$ cat src/hdl/nand_host_consts.svh
// constants for the nand flash host controller
`ifndef NAND_HOST_CONSTS_SVH
`define NAND_HOST_CONSTS_SVH
`define CMD_READ_A        8'h00
`define CMD_READ_B        8'h01
`define CMD_READ_SPARE    8'h50
`define CMD_IDENTIFICATION_READ_CMD       8'h90
`define CMD_RESET         8'hFF
`define CMD_STATUS        8'h70
`define CMD_PROG_SETUP    8'h80
`define CMD_PROG_EXEC     8'h10
`define CMD_COPY_EXEC     8'h8A
`define CMD_ERASE_SETUP   8'h60
`define CMD_ERASE_EXEC    8'hD0
`define PAGE_BYTES_X8     10'd528
`define PAGE_WORDS_X16    10'd264
`define SPARE_START_X8    10'd512
`define SPARE_START_X16   10'd256
`define NUM_BLOCKS        12'd2048
`define ADDR_BITS         24
`define STROBE_LOW_CYC    2'd2
`define STROBE_HIGH_CYC   2'd1
`endif

$ cat src/hdl/nand_host_pkg.sv
// types for the nand flash host controller
package nand_host_pkg;
  typedef enum logic [2:0]
  {
    OP_NONE    = 3'b000,
    OP_READ    = 3'b001,
    OP_IDENTIFICATION_READ_CMD = 3'b010,
    OP_RESET   = 3'b011,
    OP_STATUS  = 3'b100,
    OP_PROGRAM = 3'b101,
    OP_COPY    = 3'b110,
    OP_ERASE   = 3'b111
  } op_t;

  typedef enum logic [1:0]
  {
    AREA_FIRST  = 2'b00,
    AREA_SECOND = 2'b01,
    AREA_SPARE  = 2'b10
  } area_t;

  typedef enum logic [1:0]
  {
    CYC_CMD  = 2'b00,
    CYC_ADDR = 2'b01,
    CYC_WDAT = 2'b10,
    CYC_RDAT = 2'b11
  } cyc_t;
endpackage : nand_host_pkg

$ cat src/hdl/nand_bus_cycle.sv
// one strobed bus cycle on the nand pins: write or read
`timescale 1ns/1ps
`include "nand_host_consts.svh"
module nand_bus_cycle
#(
  parameter int DW = 16
)
(
  input  wire logic              clk,        // system clock
  input  wire logic              nrst,       // async reset, low
  input  wire logic              start,      // begin one cycle
  input  wire nand_host_pkg::cyc_t kind,     // command, address or data
  input  wire logic [DW-1:0]     wdata,      // value to drive
  input  wire logic [DW-1:0]     io_sync,    // synchronised io inputs
  output logic                   busy,       // cycle in progress
  output logic                   done,       // one-cycle pulse at end
  output logic [DW-1:0]          rdata,      // captured read value
  output logic                   cle,        // command latch strobe
  output logic                   ale,        // address latch strobe
  output logic                   write_n,    // write strobe, low active
  output logic                   read_strobe_n, // read strobe, low active
  output logic [DW-1:0]          io_out,     // io drive value
  output logic                   io_oe_n     // io drive enable, low
);
  import nand_host_pkg::*;

  // ------------------------------------------------------------
  // strobe sequencing
  // ------------------------------------------------------------
  typedef enum logic [1:0]
  {
    B_IDLE = 2'b00,
    B_LOW  = 2'b01,
    B_HIGH = 2'b10
  } bst_t;

  bst_t          st_r, st_nxt;
  logic [1:0]    cnt_r, cnt_nxt;
  cyc_t          kind_r, kind_nxt;
  logic [DW-1:0] wd_r, wd_nxt;
  logic [DW-1:0] rd_r, rd_nxt;
  logic          done_nxt;

  always_comb
  begin
    st_nxt   = st_r;
    cnt_nxt  = cnt_r;
    kind_nxt = kind_r;
    wd_nxt   = wd_r;
    rd_nxt   = rd_r;
    done_nxt = 1'b0;
    unique case (st_r)
      B_IDLE:
      begin
        if (start)
        begin
          st_nxt   = B_LOW;
          cnt_nxt  = `STROBE_LOW_CYC;
          kind_nxt = kind;
          wd_nxt   = wdata;
        end
      end
      B_LOW:
      begin
        if (cnt_r == 2'd0)
        begin
          // the synchroniser delays io by two cycles; the strobe low time covers it
          if (kind_r == CYC_RDAT)
            rd_nxt = io_sync;
          st_nxt  = B_HIGH;
          cnt_nxt = `STROBE_HIGH_CYC;
        end
        else
          cnt_nxt = cnt_r - 2'd1;
      end
      B_HIGH:
      begin
        if (cnt_r == 2'd0)
        begin
          st_nxt   = B_IDLE;
          done_nxt = 1'b1;
        end
        else
          cnt_nxt = cnt_r - 2'd1;
      end
      default: st_nxt = B_IDLE;
    endcase
  end

  logic done_r;

  always_ff @(posedge clk or negedge nrst)
  begin
    if (!nrst)
    begin
      st_r   <= B_IDLE;
      cnt_r  <= 2'd0;
      kind_r <= CYC_CMD;
      wd_r   <= '0;
      rd_r   <= '0;
      done_r <= 1'b0;
    end
    else
    begin
      st_r   <= st_nxt;
      cnt_r  <= cnt_nxt;
      kind_r <= kind_nxt;
      wd_r   <= wd_nxt;
      rd_r   <= rd_nxt;
      done_r <= done_nxt;
    end
  end

  assign busy          = (st_r != B_IDLE);
  assign done          = done_r;
  assign rdata         = rd_r;
  assign cle           = busy && (kind_r == CYC_CMD);
  assign ale           = busy && (kind_r == CYC_ADDR);
  assign write_n       = !((st_r == B_LOW) && (kind_r != CYC_RDAT));
  assign read_strobe_n = !((st_r == B_LOW) && (kind_r == CYC_RDAT));
  assign io_out        = wd_r;
  assign io_oe_n       = !(busy && (kind_r != CYC_RDAT));
endmodule : nand_bus_cycle

$ cat src/hdl/nand_host.sv
// host controller that drives a nand flash through its pins
// Functional notes
// - spare select low includes spare, high skips
// - x16 address on low lines, upper low
// - write strobe low with chip enable low
// - cle marks command, ale marks address
// - one-cycle commands, or setup then execute
// - address: column, low row, high row
// - read and program take three address cycles
// - erase takes only two row cycles
// - only reset or status while busy
// - never issue undefined command codes
`timescale 1ns/1ps
`include "nand_host_consts.svh"
module nand_host
#(
  parameter int  DW      = 16,   // 8 for x8 part, 16 for x16 part
  parameter int  NWORDS  = 264   // words per transfer when spare included
)
(
  input  wire logic                  clk,           // 10 MHz clock
  input  wire logic                  nrst,          // async reset, low
  input  wire logic                  req_valid,     // operation request
  output logic                       req_ready,     // controller idle
  input  wire nand_host_pkg::op_t    req_op,        // operation kind
  input  wire nand_host_pkg::area_t  req_area,      // read area select
  input  wire logic [23:0]           req_addr,      // column, row address
  input  wire logic [9:0]            req_len,       // data words to move
  input  wire logic                  wr_valid,      // program data valid
  output logic                       wr_ready,      // program data taken
  input  wire logic [DW-1:0]         wr_data,       // program data
  output logic                       rd_valid,      // read data pulse
  output logic [DW-1:0]              rd_data,       // read data
  output logic                       op_done,       // one-cycle end pulse
  input  wire logic                  spare_skip,    // level for spare select pin
  output logic                       spare_sel,     // spare select pin drive
  output logic                       chip_en_n,     // chip enable, low
  output logic                       cle,           // command latch strobe
  output logic                       ale,           // address latch strobe
  output logic                       write_n,       // write strobe, low
  output logic                       read_strobe_n, // read strobe, low
  output logic                       write_prot_n,  // write protect, low
  input  wire logic [DW-1:0]         io_in,         // io pins, as seen
  output logic [DW-1:0]              io_out,        // io drive value
  output logic                       io_oe_n,       // io drive enable, low
  input  wire logic                  ready_pin      // open-drain ready line
);
  import nand_host_pkg::*;

  // ------------------------------------------------------------
  // pin synchronisers
  // ------------------------------------------------------------
  logic [DW-1:0] io_s1_r, io_s2_r;
  logic          rdy_s1_r, rdy_s2_r;

  always_ff @(posedge clk or negedge nrst)
  begin
    if (!nrst)
    begin
      io_s1_r  <= '0;
      io_s2_r  <= '0;
      rdy_s1_r <= 1'b1;
      rdy_s2_r <= 1'b1;
    end
    else
    begin
      io_s1_r  <= io_in;
      io_s2_r  <= io_s1_r;
      rdy_s1_r <= ready_pin;
      rdy_s2_r <= rdy_s1_r;
    end
  end

  // ------------------------------------------------------------
  // operation sequencer
  // ------------------------------------------------------------
  typedef enum logic [2:0]
  {
    S_IDLE  = 3'b000,
    S_CMD1  = 3'b001,
    S_ADDR  = 3'b010,
    S_WDATA = 3'b011,
    S_CMD2  = 3'b100,
    S_WAIT  = 3'b101,
    S_RDATA = 3'b110,
    S_BUSY0 = 3'b111
  } st_t;

  st_t         st_r, st_nxt;
  op_t         op_r, op_nxt;
  area_t       area_r, area_nxt;
  logic [23:0] addr_r, addr_nxt;
  logic [1:0]  acnt_r, acnt_nxt;
  logic [9:0]  dcnt_r, dcnt_nxt;
  logic        ce_r, ce_nxt;
  logic        done_r, done_nxt;
  logic        rdv_r, rdv_nxt;

  logic          cyc_start;
  cyc_t          cyc_kind;
  logic [DW-1:0] cyc_wdata;
  logic          cyc_busy, cyc_done;
  logic [DW-1:0] cyc_rdata;

  // first command byte from operation and area
  function automatic logic [7:0] first_cmd(input op_t op, input area_t ar);
    logic [7:0] c;
    c = `CMD_STATUS;
    unique case (op)
      OP_READ, OP_COPY:
        if (ar == AREA_SPARE)
          c = `CMD_READ_SPARE;
        else if (ar == AREA_SECOND && DW == 8)
          c = `CMD_READ_B;
        else
          c = `CMD_READ_A;
      OP_IDENTIFICATION_READ_CMD: c = `CMD_IDENTIFICATION_READ_CMD;
      OP_RESET:   c = `CMD_RESET;
      OP_STATUS:  c = `CMD_STATUS;
      OP_PROGRAM: c = `CMD_PROG_SETUP;
      OP_ERASE:   c = `CMD_ERASE_SETUP;
      default:    c = `CMD_STATUS;
    endcase
    return c;
  endfunction : first_cmd

  function automatic logic [7:0] second_cmd(input op_t op);
    logic [7:0] c;
    c = `CMD_PROG_EXEC;
    if (op == OP_COPY)
      c = `CMD_COPY_EXEC;
    else if (op == OP_ERASE)
      c = `CMD_ERASE_EXEC;
    return c;
  endfunction : second_cmd

  logic two_step;
  assign two_step = (op_r == OP_PROGRAM) || (op_r == OP_COPY) || (op_r == OP_ERASE);

  always_comb
  begin
    st_nxt    = st_r;
    op_nxt    = op_r;
    area_nxt  = area_r;
    addr_nxt  = addr_r;
    acnt_nxt  = acnt_r;
    dcnt_nxt  = dcnt_r;
    ce_nxt    = ce_r;
    done_nxt  = 1'b0;
    rdv_nxt   = 1'b0;
    cyc_start = 1'b0;
    cyc_kind  = CYC_CMD;
    cyc_wdata = '0;
    wr_ready  = 1'b0;
    unique case (st_r)
      S_IDLE:
      begin
        // only reset or status may go out while the device is busy
        if (req_valid && (rdy_s2_r || req_op == OP_RESET || req_op == OP_STATUS))
        begin
          op_nxt   = req_op;
          area_nxt = req_area;
          addr_nxt = req_addr;
          dcnt_nxt = req_len;
          ce_nxt   = 1'b1;
          st_nxt   = S_CMD1;
        end
      end
      S_CMD1:
      begin
        cyc_start = !cyc_busy;
        cyc_kind  = CYC_CMD;
        cyc_wdata = DW'(first_cmd(op_r, area_r));
        if (cyc_done)
        begin
          // erase skips the column byte
          acnt_nxt = (op_r == OP_ERASE) ? 2'd1 : 2'd0;
          if (op_r == OP_READ || op_r == OP_PROGRAM || op_r == OP_COPY ||
              op_r == OP_ERASE || op_r == OP_IDENTIFICATION_READ_CMD)
            st_nxt = S_ADDR;
          else if (op_r == OP_STATUS)
            st_nxt = S_RDATA;
          else
            st_nxt = S_BUSY0;
        end
      end
      S_ADDR:
      begin
        cyc_start = !cyc_busy;
        cyc_kind  = CYC_ADDR;
        unique case (acnt_r)
          2'd0:    cyc_wdata = DW'(addr_r[7:0]);
          2'd1:    cyc_wdata = DW'(addr_r[15:8]);
          default: cyc_wdata = DW'(addr_r[23:16]);
        endcase
        if (cyc_done)
        begin
          // identification_read_cmd sends one address byte; never more than needed
          if (acnt_r == 2'd2 || op_r == OP_IDENTIFICATION_READ_CMD)
          begin
            if (op_r == OP_PROGRAM)
              st_nxt = S_WDATA;
            else if (op_r == OP_IDENTIFICATION_READ_CMD)
              st_nxt = S_RDATA;
            else if (op_r == OP_ERASE)
              st_nxt = S_CMD2;
            else if (op_r == OP_COPY)
              st_nxt = S_BUSY0;
            else
              st_nxt = S_WAIT;
          end
          acnt_nxt = acnt_r + 2'd1;
        end
      end
      S_WDATA:
      begin
        if (dcnt_r == 10'd0)
          st_nxt = S_CMD2;
        else
        begin
          wr_ready  = !cyc_busy;
          cyc_start = !cyc_busy && wr_valid;
          cyc_kind  = CYC_WDAT;
          cyc_wdata = wr_data;
          if (cyc_done)
            dcnt_nxt = dcnt_r - 10'd1;
        end
      end
      S_CMD2:
      begin
        cyc_start = !cyc_busy;
        cyc_kind  = CYC_CMD;
        cyc_wdata = DW'(second_cmd(op_r));
        if (cyc_done)
        begin
          // marks the execute byte as sent for the wait state
          acnt_nxt = 2'd0;
          st_nxt   = S_BUSY0;
        end
      end
      S_BUSY0:
      begin
        // give the ready line time to fall through the synchroniser
        st_nxt = S_WAIT;
      end
      S_WAIT:
      begin
        if (rdy_s2_r)
        begin
          if (op_r == OP_READ)
            st_nxt = S_RDATA;
          else if (two_step && acnt_r == 2'd3)
            // copy-back execute waits out the source page load
            st_nxt = S_CMD2;
          else
          begin
            ce_nxt   = 1'b0;
            done_nxt = 1'b1;
            st_nxt   = S_IDLE;
          end
        end
      end
      S_RDATA:
      begin
        if (dcnt_r == 10'd0)
        begin
          ce_nxt   = 1'b0;
          done_nxt = 1'b1;
          st_nxt   = S_IDLE;
        end
        else
        begin
          cyc_start = !cyc_busy;
          cyc_kind  = CYC_RDAT;
          if (cyc_done)
          begin
            rdv_nxt  = 1'b1;
            dcnt_nxt = dcnt_r - 10'd1;
          end
        end
      end
    endcase
    // done and idle share one cycle; starting there would repeat the last cycle
    cyc_start = cyc_start && !cyc_done;
    wr_ready  = wr_ready && !cyc_done;
  end

  always_ff @(posedge clk or negedge nrst)
  begin
    if (!nrst)
    begin
      st_r   <= S_IDLE;
      op_r   <= OP_NONE;
      area_r <= AREA_FIRST;
      addr_r <= 24'h00_0000;
      acnt_r <= 2'd0;
      dcnt_r <= 10'd0;
      ce_r   <= 1'b0;
      done_r <= 1'b0;
      rdv_r  <= 1'b0;
    end
    else
    begin
      st_r   <= st_nxt;
      op_r   <= op_nxt;
      area_r <= area_nxt;
      addr_r <= addr_nxt;
      acnt_r <= acnt_nxt;
      dcnt_r <= dcnt_nxt;
      ce_r   <= ce_nxt;
      done_r <= done_nxt;
      rdv_r  <= rdv_nxt;
    end
  end

  nand_bus_cycle #(.DW(DW)) u_cycle
  (
    .clk           (clk),
    .nrst          (nrst),
    .start         (cyc_start),
    .kind          (cyc_kind),
    .wdata         (cyc_wdata),
    .io_sync       (io_s2_r),
    .busy          (cyc_busy),
    .done          (cyc_done),
    .rdata         (cyc_rdata),
    .cle           (cle),
    .ale           (ale),
    .write_n       (write_n),
    .read_strobe_n (read_strobe_n),
    .io_out        (io_out),
    .io_oe_n       (io_oe_n)
  );

  assign req_ready    = (st_r == S_IDLE);
  assign chip_en_n    = !ce_r;
  assign op_done      = done_r;
  assign rd_valid     = rdv_r;
  assign rd_data      = cyc_rdata;
  assign spare_sel    = spare_skip;
  assign write_prot_n = 1'b1;
endmodule : nand_host

$ cat config.mk
export PLATFORM = sky130hd
export DESIGN_NAME = nand_host
export DESIGN_NICKNAME = d
export VERILOG_FILES = /design/src/hdl/nand_host_pkg.sv /design/src/hdl/nand_bus_cycle.sv /design/src/hdl/nand_host.sv
export VERILOG_INCLUDE_DIRS = /design/src /design/src/hdl
export SDC_FILE = /design/constraint.sdc
export NUM_CORES = 1
export LEC_CHECK = 0
export BUFFER_PORTS_ARGS = -buffer_cell sky130_fd_sc_hd__buf_2
export CAP_MARGIN = 20
export CORE_UTILIZATION = 52
export CTS_BUF_LIST = sky130_fd_sc_hd__clkbuf_16
export CTS_CLUSTER_DIAMETER = 60
export CTS_CLUSTER_SIZE = 30
export DETAILED_ROUTE_END_ITERATION = 12
export PLACE_DENSITY = 0.77
export SYNTH_ARGS = -nofsm -noshare
export SYNTH_HDL_FRONTEND = slang
export SYNTH_SLANG_ARGS = --single-unit
$ cat constraint.sdc
create_clock -name clk -period 5.17 [get_ports clk]
set_clock_uncertainty 0.05 [all_clocks]
set_input_delay 1.034 -clock clk [delete_from_list [all_inputs] [get_ports clk]]
set_output_delay 1.034 -clock clk [all_outputs]
set_load 0.05 [all_outputs]
# Yosys cells after proc, flatten, opt, wreduce, memory -nomap -nowiden
# Index checks and enable logic that the tools add are counted.
# Widths: inputs -> output; s select.
[classes] add_sub_neg=3 eq_ne=41 mux=64 reduce_logical=48
[ops] op="$pmux 16 s4" n=1
[ops] op="$pmux 8 s5" n=1
[ops] op="$mux 3" n=12
[ops] op="$mux 10" n=3
[ops] op="$mux 2" n=14
[ops] op="$eq 3x3->1 const B" n=9
[ops] op="$pmux 2 s3" n=4
[ops] op="$pmux 3 s8" n=1
[ops] op="$ne 2x2->1 const B" n=10
[ops] op="$pmux 10 s2" n=1
[ops] op="$mux 1" n=19
[ops] op="$mux 16" n=1
[ops] op="$mux 8" n=2
[ops] op="$pmux 8 s2" n=1
[ops] op="$eq 3x2->1 const B" n=5
[ops] op="$ne 2x1->1 const B" n=7
[ops] op="$eq 2x2->1 const B" n=5
[ops] op="$logic_and 1x1->1" n=10
[ops] op="$logic_not 10->1" n=1
[ops] op="$sub 10x1->10 const B" n=1
[ops] op="$logic_or 1x1->1" n=9
[ops] op="$reduce_and 3->1" n=3
[ops] op="$reduce_bool 3->1" n=3
[ops] op="$logic_not 2->1" n=4
[ops] op="other kinds (16)" n=29
[word_totals] ff_bits=120 output_inout_bits=44 wordCells=175

# Depth between registers and ports, before layout
[depth] ltp_word=8 depth_mapped=9 ltp_nobuf=7

# Hierarchy
# From an unflattened synthesis, not the netlist that was laid out.
[unflattened] hier_cells=527 hier_area_um2=5577.8
[by_module_without_submodules] module="nand_host" instances=1 cells_per_inst=413 area_each_um2=3857.4 seq_area_each_um2=2029.4
[by_module_without_submodules] module="nand_bus_cycle" instances=1 cells_per_inst=114 area_each_um2=1720.4 seq_area_each_um2=975.9

# Worst setup path after synthesis
# OpenSTA, ideal clock, no wires.
[synth_path] path_type="register to output" start="register dcnt_r[0]" end="output port wr_ready" t_arrival_ps=2191 required_time_ps=4086 path_slack_ps=1895 stages_incl_launch_ff=7 cell_sequence="dfrtp_1 > inv_1 > ha_1 > or3b_2 > clkbuf_1 > nor4_4 > nor3_1"
[synth_between] elab_chain_len=4
[synth_lines] item="from (decl)" line="nand_host.sv:94" source="logic [9:0] dcnt_r, dcnt_nxt;"
[synth_lines] item="from (signal assigned)" line="nand_host.sv:309" source="dcnt_r <= dcnt_nxt;"
[synth_lines] item="$logic_not 10->1" line="nand_host.sv:217" source="if (dcnt_r == 10'd0)"
[synth_lines] item="$mux 1" line="nand_host.sv:217"
[synth_lines] item="$mux 1" line="nand_host.sv:155" source="unique case (st_r)"
[synth_lines] item="$logic_and 1x1->1" line="nand_host.sv:285" source="wr_ready = wr_ready && !cyc_done;"
[synth_lines] item="to (decl)" line="nand_host.sv:30" source="output logic wr_ready,"
# No other way between the ends.

# Final worst setup path
# Ends and elaborated chain as after synthesis.

==> impl_metrics.json <==
{
  "yosysWarnings": 0,
  "hold_ws_ps": 294,
  "fin_area_um2": 6680,
  "slew_viol_final": 0,
  "syn_inst": 484,
  "reg2reg_depth": 7,
  "clock-sinks": 120,
  "cts.path.max_buffers": 2,
  "critPathTopFamily": "simple AND/OR/NAND/NOR gates",
  "reg2reg_from": "st_r[0]",
  "min_period_ps": 3470,
  "hold_path_end": "io_s2_r[9]",
  "post_synth.cell_area_avg_um2": 11.1,
  "cp-start-kind": "flop",
  "endpoint_kind": "output port",
  "hpwl_mm": 8.27,
  "reg2reg_to": "dcnt_r[1]",
  "status": "completed",
  "cts_made_buffers": 17,
  "cts_hold_buf": 0,
  "crit_arrival_ps": 2390,
  "ys.flop_type": "dfrtp_1",
  "synth-async-reset-ratio_pct": 100,
  "use_met2_pct": 41.4,
  "vdd_drop_max_mv": 0.456,
  "root_buffer": "clkbuf_16",
  "path_max_fanout": 8,
  "area_growth_pct": 24.2,
  "grt_max_degree": 70,
  "p_seq_share_pct": 33.5,
  "cts_setup_buffers": 0,
  "fin_crit_sh_pct": 67.2,
  "busiest_layer": "met2",
  "pin_count": 121,
  "syn_nets": 579,
  "ant_nets": 0,
  "vias_per_cell": 5.59,
  "antenna_found_initial": 0,
  "wl_mm": 12.2,
  "core_area_um2": 9910,
  "final_nets": 693,
  "placed_area_um2": 6070,
  "cp.buffers_inverters": 2,
  "clk_latency_ps": 410,
  "internal-power_mw": 2.64,
  "maxCapViolations": 0,
  "htreeDepth": 4,
  "tns_ps": 0,
  "p_sw_share_pct": 41.5,
  "criticalPathCategory": "flop to output port",
  "relSlewSlack_pct": 40.2,
  "holdCritStartpoint": "io_s1_r[9]",
  "drive_gt1_share_pct": 34.7,
  "drt-initial-drc-count": 191,
  "start_util_pct": 54.3,
  "port_buffers": 117,
  "synth_sequential_area_ratio_pct": 55.9,
  "gp_congestion": 0.888,
  "switchingPower_mw": 1.87,
  "grt_pass1_wl_mm": 20.5,
  "ys_seq_elements": 120,
  "syn_area_um2": 5380,
  "grtUsageMet1_pct": 28.9,
  "synth_cell_type_count": 55,
  "diodes": 0,
  "clk_transition_reported_paths_ps": 60,
  "post-route-util_pct": 67.4,
  "wire_per_inst_um": 16.4,
  "gr-total-overflow": 0,
  "pwr_density_cell_nw_per_um2": 674,
  "slowest_stage": "or3b_2",
  "rows": 36,
  "cts_tree": "yes",
  "drc_errors": 0,
  "num_vias": 4161,
  "p_leak_nw": 3.19,
  "die_h_um": 104,
  "critPathMaxStageDelay_ps": 550,
  "r2r_setup_slack_ps": 2450,
  "drtPass1Iterations": 6,
  "use_met3_pct": 7.36,
  "synth-edff-count": 0,
  "clockPowerShare_pct": 26.3,
  "ctsResizeCount": 0,
  "worstPathRequired_ps": 4090,
  "hold_depth": 0,
  "hp-class": "flop to flop",
  "crit_path_cell_trace": "inv_1 > ha_1 > or3b_2 > nor4_4 > nor3_1 > buf_2",
  "combPwrFrac_pct": 40.2,
  "finalHoldViolations": 0,
  "die_w_um": 104,
  "rsz0062_at_grt": "no",
  "worst_slew_pin_slew_ps": 895,
  "clock.fmax_mhz": 288,
  "grt_use_total_pct": 24.3,
  "grt_pass1_vias": 4257,
  "setup_viol": 0,
  "dieArea_um2": 10800
}
==> cells in the final DEF, fill, tap and decap left out, types with 3 or more instances in the layout <==
master	synthesis	final
o21ai_0	24	23
dfrtp_1	118	118
o211ai_1	3	3
inv_6	0	4
buf_4	2	6
buf_2	3	116
nor2b_1	5	5
a31oi_1	4	4
nor2_1	23	23
mux2_2	47	47
a211o_1	4	4
a21oi_1	46	46
bufinv_16	0	3
clkbuf_16	0	17
o22ai_1	10	9
nand2b_1	8	8
inv_1	32	32
ha_1	18	18
nor3_1	8	8
a22o_1	7	7
nand2_1	31	31
a22oi_1	3	3
nor3b_1	4	4
a211oi_1	6	6
nand3_1	15	15
clkinvlp_4	0	3
==> stage by stage <==
step	setup slack (ps)	cells	total power [mW]
after floorplan	1890	484	2.86
after global placement	2040	710	3.23
after detailed placement	1960	710	3.31
after CTS	1680	742	4.52
after global routing	1540	744	4.78
final	1700	744	4.51
==> power by group through the flow <==
stage	logic [mW]	registers [mW]	clock network (mW)
6_report	1.81	1.51	1.19
5_1_grt	1.98	1.56	1.24
4_1_cts	1.81	1.51	1.20
3_5_place_dp	1.79	1.52	0
3_3_place_gp	1.74	1.49	0
2_1_floorplan	1.12	1.74	0
==> layer usage <==
metal / wire, um / vias up
met5: 0 / -
met3: 774 / 26
met1: 4990 / 2049
met2: 6120 / 142
li1: - / 1944
met4: 285 / 0
==> worst reg2reg max path: cells and delay by family, from the launching register on <==
kind | cells | cell delay [ps]
flops | 1 | 590
compound gates | 4 | 680
buf+inv | 2 | 580
simple gates | 1 | 700
==> cells in the mapped netlist (3+ instances only) <==
cell type	count	area share [%]
a21oi_1	46	4.3
nand2_1	31	2.2
o21ai_0	24	2.2
nor2_1	23	1.6
a22oi_1	3	0.42
a211o_1	4	0.65
a31oi_1	4	0.47
o22ai_1	10	1.2
ha_1	18	4.2
a211oi_1	6	0.84
dfrtp_1	118	55
nand2b_1	8	0.93
o211ai_1	3	0.42
nor3b_1	4	0.56
nor2b_1	5	0.58
a22o_1	7	1.1
buf_2	3	0.28
inv_1	32	2.2
nor3_1	8	0.74
clkbuf_1	20	1.4
mux2_2	47	9.8
nand3_1	15	1.4
==> logic make-up (layout without fill, tap and decap cells) <==
kind of cell	count (synthesis)	in the layout	share of synthesized area (%)
compound gates	126	126	14.7
flops	120	120	55.9
simple gates	110	110	10.4
buf+inv	59	186	4.33
mux	49	49	10.3
fa+ha+maj	18	18	4.19
other cells	1	1	0.0697
xor+xnor	1	1	0.163
==> state kept, by name, indices dropped and copies added, names as in the netlist <==
register and count:
u_cycle.io_out 16, rdy_s1_r 1, u_cycle.cnt_r 2, addr_r 24, u_cycle.rdata 16, rd_valid 1
ce_r 1, io_s2_r 16, st_r 3, u_cycle.st_r 2, op_r 3, dcnt_r 10
u_cycle.done 1, rdy_s2_r 1, acnt_r 2, area_r 2, op_done 1, u_cycle.kind_r 2
io_s1_r 16
==> how the worst max path moves through the flow <==
| stage | from | end | slack (ps) | depth (start not counted) |
|---|---|---|---|---|
| 5_1_grt | dcnt_r[0] | wr_ready | 1540 | 6 |
| 3_3_place_gp | req_op[1] | dcnt_r[1] | 2040 | 7 |
| 6_report | dcnt_r[0] | wr_ready | 1700 | 6 |
| 4_1_cts | dcnt_r[0] | wr_ready | 1680 | 6 |
| 2_1_floorplan | dcnt_r[0] | wr_ready | 1890 | 6 |
| 3_5_place_dp | req_op[1] | dcnt_r[1] | 1960 | 7 |
==> final cells by class <==
type | instances | area [um2]
Tap cell | 133 | 166
Sequential cell | 120 | 3010
Timing Repair Buffer | 122 | 626
Inverter | 32 | 120
Clock inverter | 15 | 174
Clock buffer | 17 | 425
Multi-Input combinational cell | 305 | 2170
Fill cell | 752 | 3230
Power figures use the tool's default switching activity.
